### src/rtl/gpgc_pkg.sv
`default_nettype none
package gpgc_pkg;
  // bus shape
  localparam int unsigned GPGC_HADDR_W = 32;
  localparam int unsigned GPGC_HDATA_W = 32;
  localparam int unsigned GPGC_IDX_LSB = 2;
  localparam logic [1:0] GPGC_HTRANS_NONSEQ = 2'h2;
  localparam logic [1:0] GPGC_HRESP_OKAY = 2'h0;

  // register indices; byte address is four times the index
  localparam logic [7:0] GPGC_IDX_DRV_EN = 8'h00;
  localparam logic [7:0] GPGC_IDX_DRV_EN_SET = 8'h01;
  localparam logic [7:0] GPGC_IDX_DRV_EN_CLR = 8'h02;
  localparam logic [7:0] GPGC_IDX_DRV_EN_TGL = 8'h03;
  localparam logic [7:0] GPGC_IDX_DRV_LVL = 8'h04;
  localparam logic [7:0] GPGC_IDX_DRV_LVL_SET = 8'h05;
  localparam logic [7:0] GPGC_IDX_DRV_LVL_CLR = 8'h06;
  localparam logic [7:0] GPGC_IDX_DRV_LVL_TGL = 8'h07;
  localparam logic [7:0] GPGC_IDX_SAMPLED_IN = 8'h08;
  localparam logic [7:0] GPGC_IDX_EVENT_FLAGS = 8'h09;
  localparam logic [7:0] GPGC_IDX_GROUP_CTRL = 8'h0a;
  localparam logic [7:0] GPGC_IDX_STAGED_SETUP = 8'h0b;
  localparam logic [7:0] GPGC_IDX_BULK_COPY = 8'h0c;
  localparam logic [7:0] GPGC_IDX_BULK_OR = 8'h0d;
  localparam logic [7:0] GPGC_IDX_BULK_ANDNOT = 8'h0e;
  localparam logic [7:0] GPGC_IDX_PIN_CFG_BASE = 8'h10;
  // fast alias bank
  localparam logic [7:0] GPGC_IDX_ALIAS_DRV_EN = 8'h20;
  localparam logic [7:0] GPGC_IDX_ALIAS_DRV_LVL = 8'h21;
  localparam logic [7:0] GPGC_IDX_ALIAS_SAMPLED_IN = 8'h22;
  localparam logic [7:0] GPGC_IDX_ALIAS_EVENT_FLAGS = 8'h23;

  // per-pin configuration fields
  localparam int unsigned GPGC_CFG_SENSE_LSB = 0;
  localparam int unsigned GPGC_CFG_PULLUP_BIT = 3;
  localparam int unsigned GPGC_CFG_THRESH_BIT = 6;
  localparam int unsigned GPGC_CFG_POLARITY_BIT = 7;
  localparam logic [7:0] GPGC_CFG_USED_MASK = 8'hcf;
  localparam int unsigned GPGC_SLEW_BIT = 0;

  // sense field encodings
  localparam logic [2:0] GPGC_SENSE_NONE = 3'h0;
  localparam logic [2:0] GPGC_SENSE_BOTH = 3'h1;
  localparam logic [2:0] GPGC_SENSE_RISE = 3'h2;
  localparam logic [2:0] GPGC_SENSE_FALL = 3'h3;
  localparam logic [2:0] GPGC_SENSE_DISABLE = 3'h4;
  localparam logic [2:0] GPGC_SENSE_LOW = 3'h5;

  // values after reset
  localparam logic [7:0] GPGC_CFG_RESET = 8'h00;
  localparam logic [7:0] GPGC_STAGED_RESET = 8'h00;
  localparam logic GPGC_SLEW_RESET = 1'b0;
endpackage
`default_nettype wire

### src/rtl/gpgc_top.sv
// Functional notes
// - reset: drivers off, input buffers on
// - enable bit drives; set strobe sets only
// - level set strobe sets written ones
// - level clear strobe clears written ones
// - toggle strobe or input write inverts level
// - enable zero releases; clear strobe clears only
// - enable toggle strobe flips pin direction
// - input disabled freezes buffer, synchronizer, sample
// - slew bit limits whole group at once
// - pin n config at base 0x10 plus n
// - polarity bit inverts input and output
// - polarity change yields internal edge
// - threshold bit picks Schmitt or TTL
// - pull-up on unless pin is driving
// - sense field picks interrupt condition
// - staged setup shared, masks per group
// - copy mask loads staged into selected pins
// - or mask merges staged into selected pins
// - andnot mask clears staged ones in pins
// - alias bank acts exactly like originals
// - peripheral override wins where it applies
// - input synchronised, readable in either direction
// - sense event sets flag; request follows flag
//
// Implementation choice: the AHB-Lite interface to the registers.
`timescale 1ns/100ps
`default_nettype none
module gpgc_top #(
  parameter int unsigned N_PINS = 8
) (
  // clock and reset
  input wire logic hclk,
  input wire logic hresetn,
  // ahb-lite slave
  input wire logic hsel,
  input wire logic [gpgc_pkg::GPGC_HADDR_W-1:0] haddr,
  input wire logic [1:0] htrans,
  input wire logic hwrite,
  input wire logic [2:0] hsize,
  input wire logic [gpgc_pkg::GPGC_HDATA_W-1:0] hwdata,
  input wire logic hready,
  output logic hreadyout,
  output logic [gpgc_pkg::GPGC_HDATA_W-1:0] hrdata,
  output logic [1:0] hresp,
  // pads
  input wire logic [N_PINS-1:0] pad_in,
  output logic [N_PINS-1:0] pad_out,
  output logic [N_PINS-1:0] pad_oe,
  output logic [N_PINS-1:0] pad_pull_up,
  output logic [N_PINS-1:0] pad_input_en,
  output logic [N_PINS-1:0] pad_thresh_ttl,
  output logic pad_slew_limit,
  // peripheral override
  input wire logic [N_PINS-1:0] periph_oe_take,
  input wire logic [N_PINS-1:0] periph_oe_val,
  input wire logic [N_PINS-1:0] periph_out_take,
  input wire logic [N_PINS-1:0] periph_out_val,
  output logic [N_PINS-1:0] pin_signal,
  // staged setup mirror between groups
  input wire logic staged_in_we,
  input wire logic [7:0] staged_in_data,
  output logic staged_out_we,
  output logic [7:0] staged_out_data,
  // interrupt request
  output logic pin_irq
);
  import gpgc_pkg::*;

  // alias indices fold onto the originals so both paths share one decoder
  function automatic logic [7:0] canon_idx(input logic [7:0] idx);
    logic [7:0] r;
    r = idx;
    case (idx)
      GPGC_IDX_ALIAS_DRV_EN: r = GPGC_IDX_DRV_EN;
      GPGC_IDX_ALIAS_DRV_LVL: r = GPGC_IDX_DRV_LVL;
      GPGC_IDX_ALIAS_SAMPLED_IN: r = GPGC_IDX_SAMPLED_IN;
      GPGC_IDX_ALIAS_EVENT_FLAGS: r = GPGC_IDX_EVENT_FLAGS;
      default: r = idx;
    endcase
    return r;
  endfunction

  function automatic logic sense_off(input logic [7:0] c);
    return c[GPGC_CFG_SENSE_LSB+:3] == GPGC_SENSE_DISABLE;
  endfunction

  // pin n's configuration word sits at the base index plus n; read and write share it
  function automatic logic cfg_hit(input logic [7:0] idx, input int n);
    return idx == GPGC_IDX_PIN_CFG_BASE + 8'(n);
  endfunction

  // sense condition met this cycle, from the internal level and its edges
  function automatic logic sense_hit(input logic [2:0] code, input logic lvl, input logic up, input logic down);
    logic r;
    r = 1'b0;
    case (code)
      GPGC_SENSE_BOTH: r = up | down;
      GPGC_SENSE_RISE: r = up;
      GPGC_SENSE_FALL: r = down;
      GPGC_SENSE_LOW: r = ~lvl;
      default: r = 1'b0;
    endcase
    return r;
  endfunction

  // register state
  logic [N_PINS-1:0] drv_en, next_drv_en;
  logic [N_PINS-1:0] drv_lvl, next_drv_lvl;
  logic [N_PINS-1:0] flags, next_flags;
  logic slew, next_slew;
  logic [7:0] staged, next_staged;
  logic next_staged_we;
  // per-pin configuration words; the unused bits are never stored
  logic [7:0] cfg [N_PINS];
  logic [7:0] next_cfg [N_PINS];

  // input path
  logic [N_PINS-1:0] sampled;
  logic [N_PINS-1:0] internal_lvl;
  logic [N_PINS-1:0] pin_event;

  // bus phase state
  logic ph_valid, next_ph_valid;
  logic ph_write, next_ph_write;
  logic [7:0] ph_idx, next_ph_idx;
  logic next_hreadyout;
  logic [GPGC_HDATA_W-1:0] next_hrdata;

  // one wait state per transfer keeps read data coherent with a write
  // committed on the same edge, at the cost of bus throughput
  always_comb begin
    next_ph_valid = 1'b0;
    next_ph_write = ph_write;
    next_ph_idx = ph_idx;
    next_hreadyout = 1'b1;
    next_hrdata = hrdata;
    if (hsel && htrans == GPGC_HTRANS_NONSEQ && hready && hreadyout) begin
      next_ph_valid = 1'b1;
      next_ph_write = hwrite;
      next_ph_idx = canon_idx(haddr[GPGC_IDX_LSB+:8]);
      next_hreadyout = 1'b0;
    end else if (ph_valid) begin
      // taken in the data phase, so an earlier write is already visible
      next_hrdata = '0;
      if (!ph_write) begin
        next_hrdata[7:0] = read_value(ph_idx);
      end
    end
  end

  // no error case exists: unmapped and read-only accesses still end OKAY
  always_ff @(posedge hclk or negedge hresetn) begin
    if (!hresetn) begin
      ph_valid <= 1'b0;
      ph_write <= 1'b0;
      ph_idx <= 8'h00;
      hreadyout <= 1'b1;
      hrdata <= '0;
      hresp <= GPGC_HRESP_OKAY;
    end else begin
      ph_valid <= next_ph_valid;
      ph_write <= next_ph_write;
      ph_idx <= next_ph_idx;
      hreadyout <= next_hreadyout;
      hrdata <= next_hrdata;
      hresp <= GPGC_HRESP_OKAY;
    end
  end

  // strobes and masks read as zero; unmapped indices too
  function automatic logic [7:0] read_value(input logic [7:0] idx);
    logic [7:0] r;
    r = 8'h00;
    case (idx)
      GPGC_IDX_DRV_EN: r[N_PINS-1:0] = drv_en;
      GPGC_IDX_DRV_LVL: r[N_PINS-1:0] = drv_lvl;
      GPGC_IDX_SAMPLED_IN: r[N_PINS-1:0] = sampled;
      GPGC_IDX_EVENT_FLAGS: r[N_PINS-1:0] = flags;
      GPGC_IDX_GROUP_CTRL: r[GPGC_SLEW_BIT] = slew;
      GPGC_IDX_STAGED_SETUP: r = staged;
      default: begin
        for (int i = 0; i < N_PINS; i++) begin
          if (cfg_hit(idx, i)) r = cfg[i];
        end
      end
    endcase
    return r;
  endfunction

  // write decode
  // hwdata belongs to the data phase, one cycle after the address was taken
  logic wr;
  logic [N_PINS-1:0] wd;
  logic [7:0] wcfg;
  logic [N_PINS-1:0] flag_clr;
  assign wr = ph_valid && ph_write;
  assign wd = hwdata[N_PINS-1:0];
  assign wcfg = hwdata[7:0] & GPGC_CFG_USED_MASK;
  assign flag_clr = (wr && ph_idx == GPGC_IDX_EVENT_FLAGS) ? wd : '0;

  always_comb begin
    next_drv_en = drv_en;
    next_drv_lvl = drv_lvl;
    // a pin event in the clearing cycle survives the clear
    next_flags = (flags & ~flag_clr) | pin_event;
    next_slew = slew;
    next_staged = staged;
    next_staged_we = 1'b0;
    for (int i = 0; i < N_PINS; i++) begin
      next_cfg[i] = cfg[i];
    end
    // mirrored write from another group; a local write below takes over
    if (staged_in_we) next_staged = staged_in_data & GPGC_CFG_USED_MASK;
    if (wr) begin
      case (ph_idx)
        GPGC_IDX_DRV_EN: next_drv_en = wd;
        GPGC_IDX_DRV_EN_SET: next_drv_en = drv_en | wd;
        GPGC_IDX_DRV_EN_CLR: next_drv_en = drv_en & ~wd;
        GPGC_IDX_DRV_EN_TGL: next_drv_en = drv_en ^ wd;
        GPGC_IDX_DRV_LVL: next_drv_lvl = wd;
        GPGC_IDX_DRV_LVL_SET: next_drv_lvl = drv_lvl | wd;
        GPGC_IDX_DRV_LVL_CLR: next_drv_lvl = drv_lvl & ~wd;
        GPGC_IDX_DRV_LVL_TGL: next_drv_lvl = drv_lvl ^ wd;
        GPGC_IDX_SAMPLED_IN: next_drv_lvl = drv_lvl ^ wd;
        GPGC_IDX_GROUP_CTRL: next_slew = hwdata[GPGC_SLEW_BIT];
        // the broadcast pulse is for local writes only, so groups never echo
        GPGC_IDX_STAGED_SETUP: begin
          next_staged = wcfg;
          next_staged_we = 1'b1;
        end
        GPGC_IDX_BULK_COPY: begin
          // one write may rewrite every selected pin at once
          for (int i = 0; i < N_PINS; i++) begin
            if (wd[i]) next_cfg[i] = staged;
          end
        end
        GPGC_IDX_BULK_OR: begin
          // nonzero sense codes merge bitwise and may land on another code
          for (int i = 0; i < N_PINS; i++) begin
            if (wd[i]) next_cfg[i] = cfg[i] | staged;
          end
        end
        GPGC_IDX_BULK_ANDNOT: begin
          for (int i = 0; i < N_PINS; i++) begin
            if (wd[i]) next_cfg[i] = cfg[i] & ~staged;
          end
        end
        default: begin
          for (int i = 0; i < N_PINS; i++) begin
            if (cfg_hit(ph_idx, i)) next_cfg[i] = wcfg;
          end
        end
      endcase
    end
  end

  always_ff @(posedge hclk or negedge hresetn) begin
    if (!hresetn) begin
      drv_en <= '0;
      drv_lvl <= '0;
      flags <= '0;
      slew <= GPGC_SLEW_RESET;
      staged <= GPGC_STAGED_RESET;
      staged_out_we <= 1'b0;
      staged_out_data <= GPGC_STAGED_RESET;
      pin_irq <= 1'b0;
      for (int i = 0; i < N_PINS; i++) begin
        cfg[i] <= GPGC_CFG_RESET;
      end
    end else begin
      drv_en <= next_drv_en;
      drv_lvl <= next_drv_lvl;
      flags <= next_flags;
      slew <= next_slew;
      staged <= next_staged;
      staged_out_we <= next_staged_we;
      // staged value is shown every cycle so all groups see one storage
      staged_out_data <= next_staged;
      // request rises with the flag itself and falls with its clear
      pin_irq <= |next_flags;
      for (int i = 0; i < N_PINS; i++) begin
        cfg[i] <= next_cfg[i];
      end
    end
  end

  // per-pin input path and pad drive
  for (genvar g = 0; g < N_PINS; g++) begin : g_pin
    logic s1, s2, s3, filt, samp;
    logic next_s1, next_s2, next_s3, next_filt, next_samp;
    logic in_off, inv, rise, fall;
    logic next_oe, next_out, next_pull, next_sig;
    assign in_off = sense_off(cfg[g]);
    assign inv = cfg[g][GPGC_CFG_POLARITY_BIT];
    // the polarity bit sits after the filter, so flipping it is an edge
    assign internal_lvl[g] = filt ^ inv;
    assign rise = internal_lvl[g] & ~samp;
    assign fall = ~internal_lvl[g] & samp;

    always_comb begin
      next_s1 = s1;
      next_s2 = s2;
      next_s3 = s3;
      next_filt = filt;
      next_samp = samp;
      pin_event[g] = 1'b0;
      // while disabled the sampled bit holds; re-enabling may raise an edge
      if (!in_off) begin
        next_s1 = pad_in[g];
        next_s2 = s1;
        next_s3 = s2;
        // a one-cycle glitch between the last two stages is dropped
        if (s2 == s3) next_filt = s3;
        next_samp = internal_lvl[g];
        pin_event[g] = sense_hit(cfg[g][GPGC_CFG_SENSE_LSB+:3], internal_lvl[g], rise, fall);
      end
      // peripheral takes direction or level only where it asks to
      next_oe = periph_oe_take[g] ? periph_oe_val[g] : drv_en[g];
      // the polarity bit flips the stored level on its way to the pad
      next_out = periph_out_take[g] ? periph_out_val[g] : (drv_lvl[g] ^ inv);
      // pull-up follows the final direction, so a driving peripheral drops it too
      next_pull = cfg[g][GPGC_CFG_PULLUP_BIT] & ~next_oe;
      next_sig = in_off ? 1'b0 : internal_lvl[g];
    end

    always_ff @(posedge hclk or negedge hresetn) begin
      if (!hresetn) begin
        s1 <= 1'b0;
        s2 <= 1'b0;
        s3 <= 1'b0;
        filt <= 1'b0;
        samp <= 1'b0;
        pad_oe[g] <= 1'b0;
        pad_out[g] <= 1'b0;
        pad_pull_up[g] <= 1'b0;
        pad_input_en[g] <= 1'b1;
        pad_thresh_ttl[g] <= 1'b0;
        pin_signal[g] <= 1'b0;
      end else begin
        s1 <= next_s1;
        s2 <= next_s2;
        s3 <= next_s3;
        filt <= next_filt;
        samp <= next_samp;
        pad_oe[g] <= next_oe;
        pad_out[g] <= next_out;
        pad_pull_up[g] <= next_pull;
        pad_input_en[g] <= ~in_off;
        pad_thresh_ttl[g] <= cfg[g][GPGC_CFG_THRESH_BIT];
        pin_signal[g] <= next_sig;
      end
    end
    assign sampled[g] = samp;
  end

  always_ff @(posedge hclk or negedge hresetn) begin
    if (!hresetn) begin
      pad_slew_limit <= 1'b0;
    end else begin
      // one limit for the whole group; there is no per-pin control
      pad_slew_limit <= slew;
    end
  end

  // hsize is accepted but only whole-word access is meaningful
  logic unused_hsize;
  assign unused_hsize = ^{hsize, haddr[1:0]};
endmodule
`default_nettype wire

### config.mk
export PLATFORM = sky130hd
export DESIGN_NAME = gpgc_top
export DESIGN_NICKNAME = d
export VERILOG_FILES = /design/src/rtl/gpgc_pkg.sv /design/src/rtl/gpgc_top.sv
export SDC_FILE = /design/constraint.sdc
export NUM_CORES = 1
export LEC_CHECK = 0
export BUFFER_PORTS_ARGS = -buffer_cell sky130_fd_sc_hd__buf_2
export CAP_MARGIN = 20
export CORE_UTILIZATION = 50
export DETAILED_ROUTE_END_ITERATION = 8
export PLACE_DENSITY = 0.78
export SLEW_MARGIN = 10
export SYNTH_ARGS = -nofsm -noshare
export SYNTH_HDL_FRONTEND = slang
export SYNTH_SLANG_ARGS = --single-unit
### constraint.sdc
create_clock -name hclk -period 5.6 [get_ports hclk]
set_clock_uncertainty 0.15 [all_clocks]
set_input_delay 0.84 -clock hclk [delete_from_list [all_inputs] [get_ports hclk]]
set_output_delay 0.84 -clock hclk [all_outputs]
set_load 0.01 [all_outputs]
==> flow_summary.yaml <==
run_status:
  status: "finished, final reports clean"
synthesis:
  synthCells: 1126
  synth_edf_count: 0
  synth-seq-cells: 207
  synth_flop_cell: "dfrtp_1"
  synth_area_um2: 11200
  yosysSeqAreaShare_pct: 46.5
  yosys_warnings: 0
  yosysUniqueCellTypes: 74
  syn_area_per_cell_um2: 9.92
  async_flop_share_pct: 100
global_route:
  grt_pass1_vias: 9020
  antenna_found_initial: 0
  grt-ovfl-total: 0
  grt_pass1_wl_um: 49400
  grt_use_total_pct: 28.1
  grt_max_degree: 106
clock_network:
  cts_tree: "built"
  clock-root-buffer: "clkbuf_16"
  cts_buffer_depth: 3
  cts_buffers: 23
  cts_resized: 0
  clock-sinks: 207
  path_clk_slew_ps: 60
  postCtsSetupRepairBufs: 0
  clk_latency_ps: 520
  htreeDepth: 1
  cts_hold_buf: 0
critical_path:
  cp_num_buf_inv: 0
  endpoint: "cfg[6]"
  crit_arrival_ps: 4140
  startpoint_type: "register"
  endpoint_kind: "register"
  critPathLaunch: "ph_idx[2]"
  critPathMaxStageDelay_ps: 1100
  critical_path_depth: 5
  cp.required_ps: 5830
  crit_fanout: 21
  reg2reg_depth: 5
  path_class: "reg -> reg"
  crit_slowest_cell: "o22ai_1"
  r2r_slack_ps: 1700
  r2r-start: "ph_idx[2]"
  crit_chain: "nor4b_2 > nand2_1 > o22ai_1 > and2_1 > a21oi_1"
  timing.rr.end: "cfg[6]"
  crit_family: "simple AND/OR/NAND/NOR gates"
die:
  start_util_pct: 51.0
  die_width_um: 151
  dieArea_um2: 22900
  ios: 217
  placementRows: 54
  die_h_um: 151
  coreArea_um2: 21900
sta:
  whs_ps: 259
  slew_violations: 0
  fin_crit_sh_pct: 69.7
  fin_setup_tns_ps: 0
  rsz0062_at_grt: "no"
  max_slew_margin_pct: 15.3
  finalHoldViolations: 0
  finalSetupViolations: 0
  period_minus_slack_ps: 3900
  fmax_ghz: 0.256
  tightest_slew_ps: 1270
power_and_ir_drop:
  internal_power_uw: 2830
  leakage_uw: 0.00590
  power_frac_clock_pct: 37.8
  switching_share_pct: 30.2
  comb_power_share_pct: 19.3
  powerDensity_nw_per_um2: 320
  peakVddDrop_mv: 0.211
  p_sw_uw: 1230
  power_frac_seq_pct: 42.9
routing:
  viasPerCell: 6.24
  dr.pass1.iters: 6
  postRouteWirelength_um: 31400
  vias: 9550
  postRouteAntennaNets: 0
  post-route-drc-count: 0
  drt_iter0_drc: 1202
  drt-wirelength-per-cell_um: 20.5
placed_design:
  gp_congestion: 0.934
  hpwl_um: 21700
  place_area_um2: 11900
  portBuffers: 137
layout:
  syn2layout_area_growth_pct: 13.6
  fin_area_um2: 12700
  layout.nets: 1404
  antenna_cells: 0
  drive_above_1_share_pct: 20.7
flow_run:
  drv_cap: 0
min_path:
  hold_class: "reg -> reg"
-- power groups by stage --
| stage | clock (µW) | sequential, µW | combinational [µW] |
|---|---|---|---|
| final | 1530 | 1740 | 782 |
| after global routing | 1630 | 1750 | 855 |
| after detailed placement | 0 | 1760 | 763 |
| after CTS | 1560 | 1740 | 769 |
| after global placement | 0 | 1760 | 737 |
| after floorplan | 0 | 1710 | 534 |
-- routing by layer --
metal	global-route usage, %	vias to the layer above	share of wire [%]
li1	-	4235	-
met1	37.9	4639	40
met2	44.7	574	46
met3	4.97	102	10
met4	11.2	0	4.1
met5	0	-	0
-- synthesized netlist by cell type, drive strengths merged (4+ instances only) --
| library cell | number | share of area, % |
|---|---|---|
| a31oi | 72 | 4.0 |
| xor2 | 4 | 0.31 |
| a2bb2oi | 12 | 0.94 |
| a222oi | 5 | 0.45 |
| o21ai | 61 | 2.7 |
| clkbuf | 28 | 0.98 |
| dfstp | 9 | 2.1 |
| a221oi | 9 | 0.76 |
| inv | 68 | 2.3 |
| o211ai | 6 | 0.45 |
| ha | 48 | 5.4 |
| mux4 | 14 | 2.8 |
| and2 | 16 | 0.90 |
| nor2 | 79 | 2.7 |
| a21o | 17 | 1.2 |
| and4b | 5 | 0.45 |
| o32ai | 5 | 0.39 |
| a32o | 7 | 0.63 |
| nand2b | 10 | 0.56 |
| a211o | 4 | 0.31 |
| o22ai | 8 | 0.67 |
| a32oi | 8 | 0.63 |
| nor3b | 5 | 0.34 |
| mux2 | 19 | 1.9 |
| nor4 | 6 | 0.53 |
| nand4 | 6 | 0.34 |
| buf | 63 | 3.6 |
| mux2i | 18 | 1.6 |
| xnor2 | 18 | 1.4 |
| nand3 | 21 | 0.94 |
| nor2b | 21 | 1.2 |
| a21oi | 107 | 5.2 |
| dfrtp | 198 | 44 |
| o221ai | 5 | 0.39 |
| nor3 | 8 | 0.36 |
| nand2 | 98 | 3.3 |
-- worst reg2reg max path: stages, from the launching register on --
cell     delay [ps]
dfrtp_1         790
nor4b_2         660
nand2_1         540
o22ai_1        1100
and2_1          430
a21oi_1         110
-- cell type report --
cell class / instances / area (µm²)
multi-input cells: 784 / 5310
clock inverters: 5 / 78.8
inverters: 69 / 259
flip-flops and latches: 207 / 5190
repair buffers: 148 / 802
clock buffers: 37 / 688
well taps: 280 / 350
fillers: 1915 / 9210
-- cell families after synthesis --
family | synth area share [%]
other | 0.0336
buffers and inverters | 6.85
adder cells (fa/ha/maj) | 5.38
AND/OR/NAND/NOR | 12.6
flip-flops | 46.5
multiplexers | 6.35
XOR/XNOR | 1.73
AO/OA/AOI/OAI | 20.6
-- registers in the layout, indices dropped and copies added (netlist names), 8 cells and up --
register	cells
cfg	64
drv_en	8
drv_lvl	8
flags	8
g_pin.filt	8
g_pin.s1	8
g_pin.s2	8
g_pin.s3	8
g_pin.samp	8
hrdata	8
pad_input_en	8
pad_oe	8
pad_out	8
pad_pull_up	8
pad_thresh_ttl	8
ph_idx	8
pin_signal	8
staged	8
-- worst min path at each step --
stage                  from                end  slack [ps]  depth (start not counted)
finish              cfg[38]  pad_thresh_ttl[3]         260                          0
floorplan              slew     pad_slew_limit         220                          0
detailed placement  cfg[38]  pad_thresh_ttl[3]         250                          0
global placement    cfg[38]  pad_thresh_ttl[3]         250                          0
global route           slew     pad_slew_limit         270                          0
CTS                 cfg[38]  pad_thresh_ttl[3]         270                          0
-- cell usage in the layout, fill, tap and decap left out, types with 6 or more instances in the layout --
cell and count:
a21o_1 11, a21o_2 6, a21oi_1 95, a21oi_2 11
a221oi_1 8, a2bb2oi_1 12, a31oi_1 72, a32o_1 7
a32oi_1 8, and2_1 15, buf_2 136, buf_4 9
clkbuf_1 8, clkbuf_16 23, clkbuf_8 7, conb_1 26
dfrtp_1 196, dfstp_2 9, ha_1 48, inv_1 68
mux2_2 19, mux2i_1 18, mux4_2 14, nand2_1 98
nand2b_1 10, nand3_1 21, nand4_1 6, nor2_1 79
nor2b_1 21, nor3_1 8, o21ai_0 59, xnor2_1 18
-- through the flow --
stage / power (µW) / std cells / setup WS, ps / utilization (%)
after floorplan: 2250 / 1151 / 3270 / -
after global placement: 2490 / 1488 / 2110 / 54.4
after detailed placement: 2530 / 1488 / 1990 / 54.4
after CTS: 4070 / 1530 / 1900 / 58.0
after global routing: 4230 / 1530 / 1700 / 58.0
final: 4060 / 1530 / 1700 / 58.0
(Power assumes the default switching activity.)
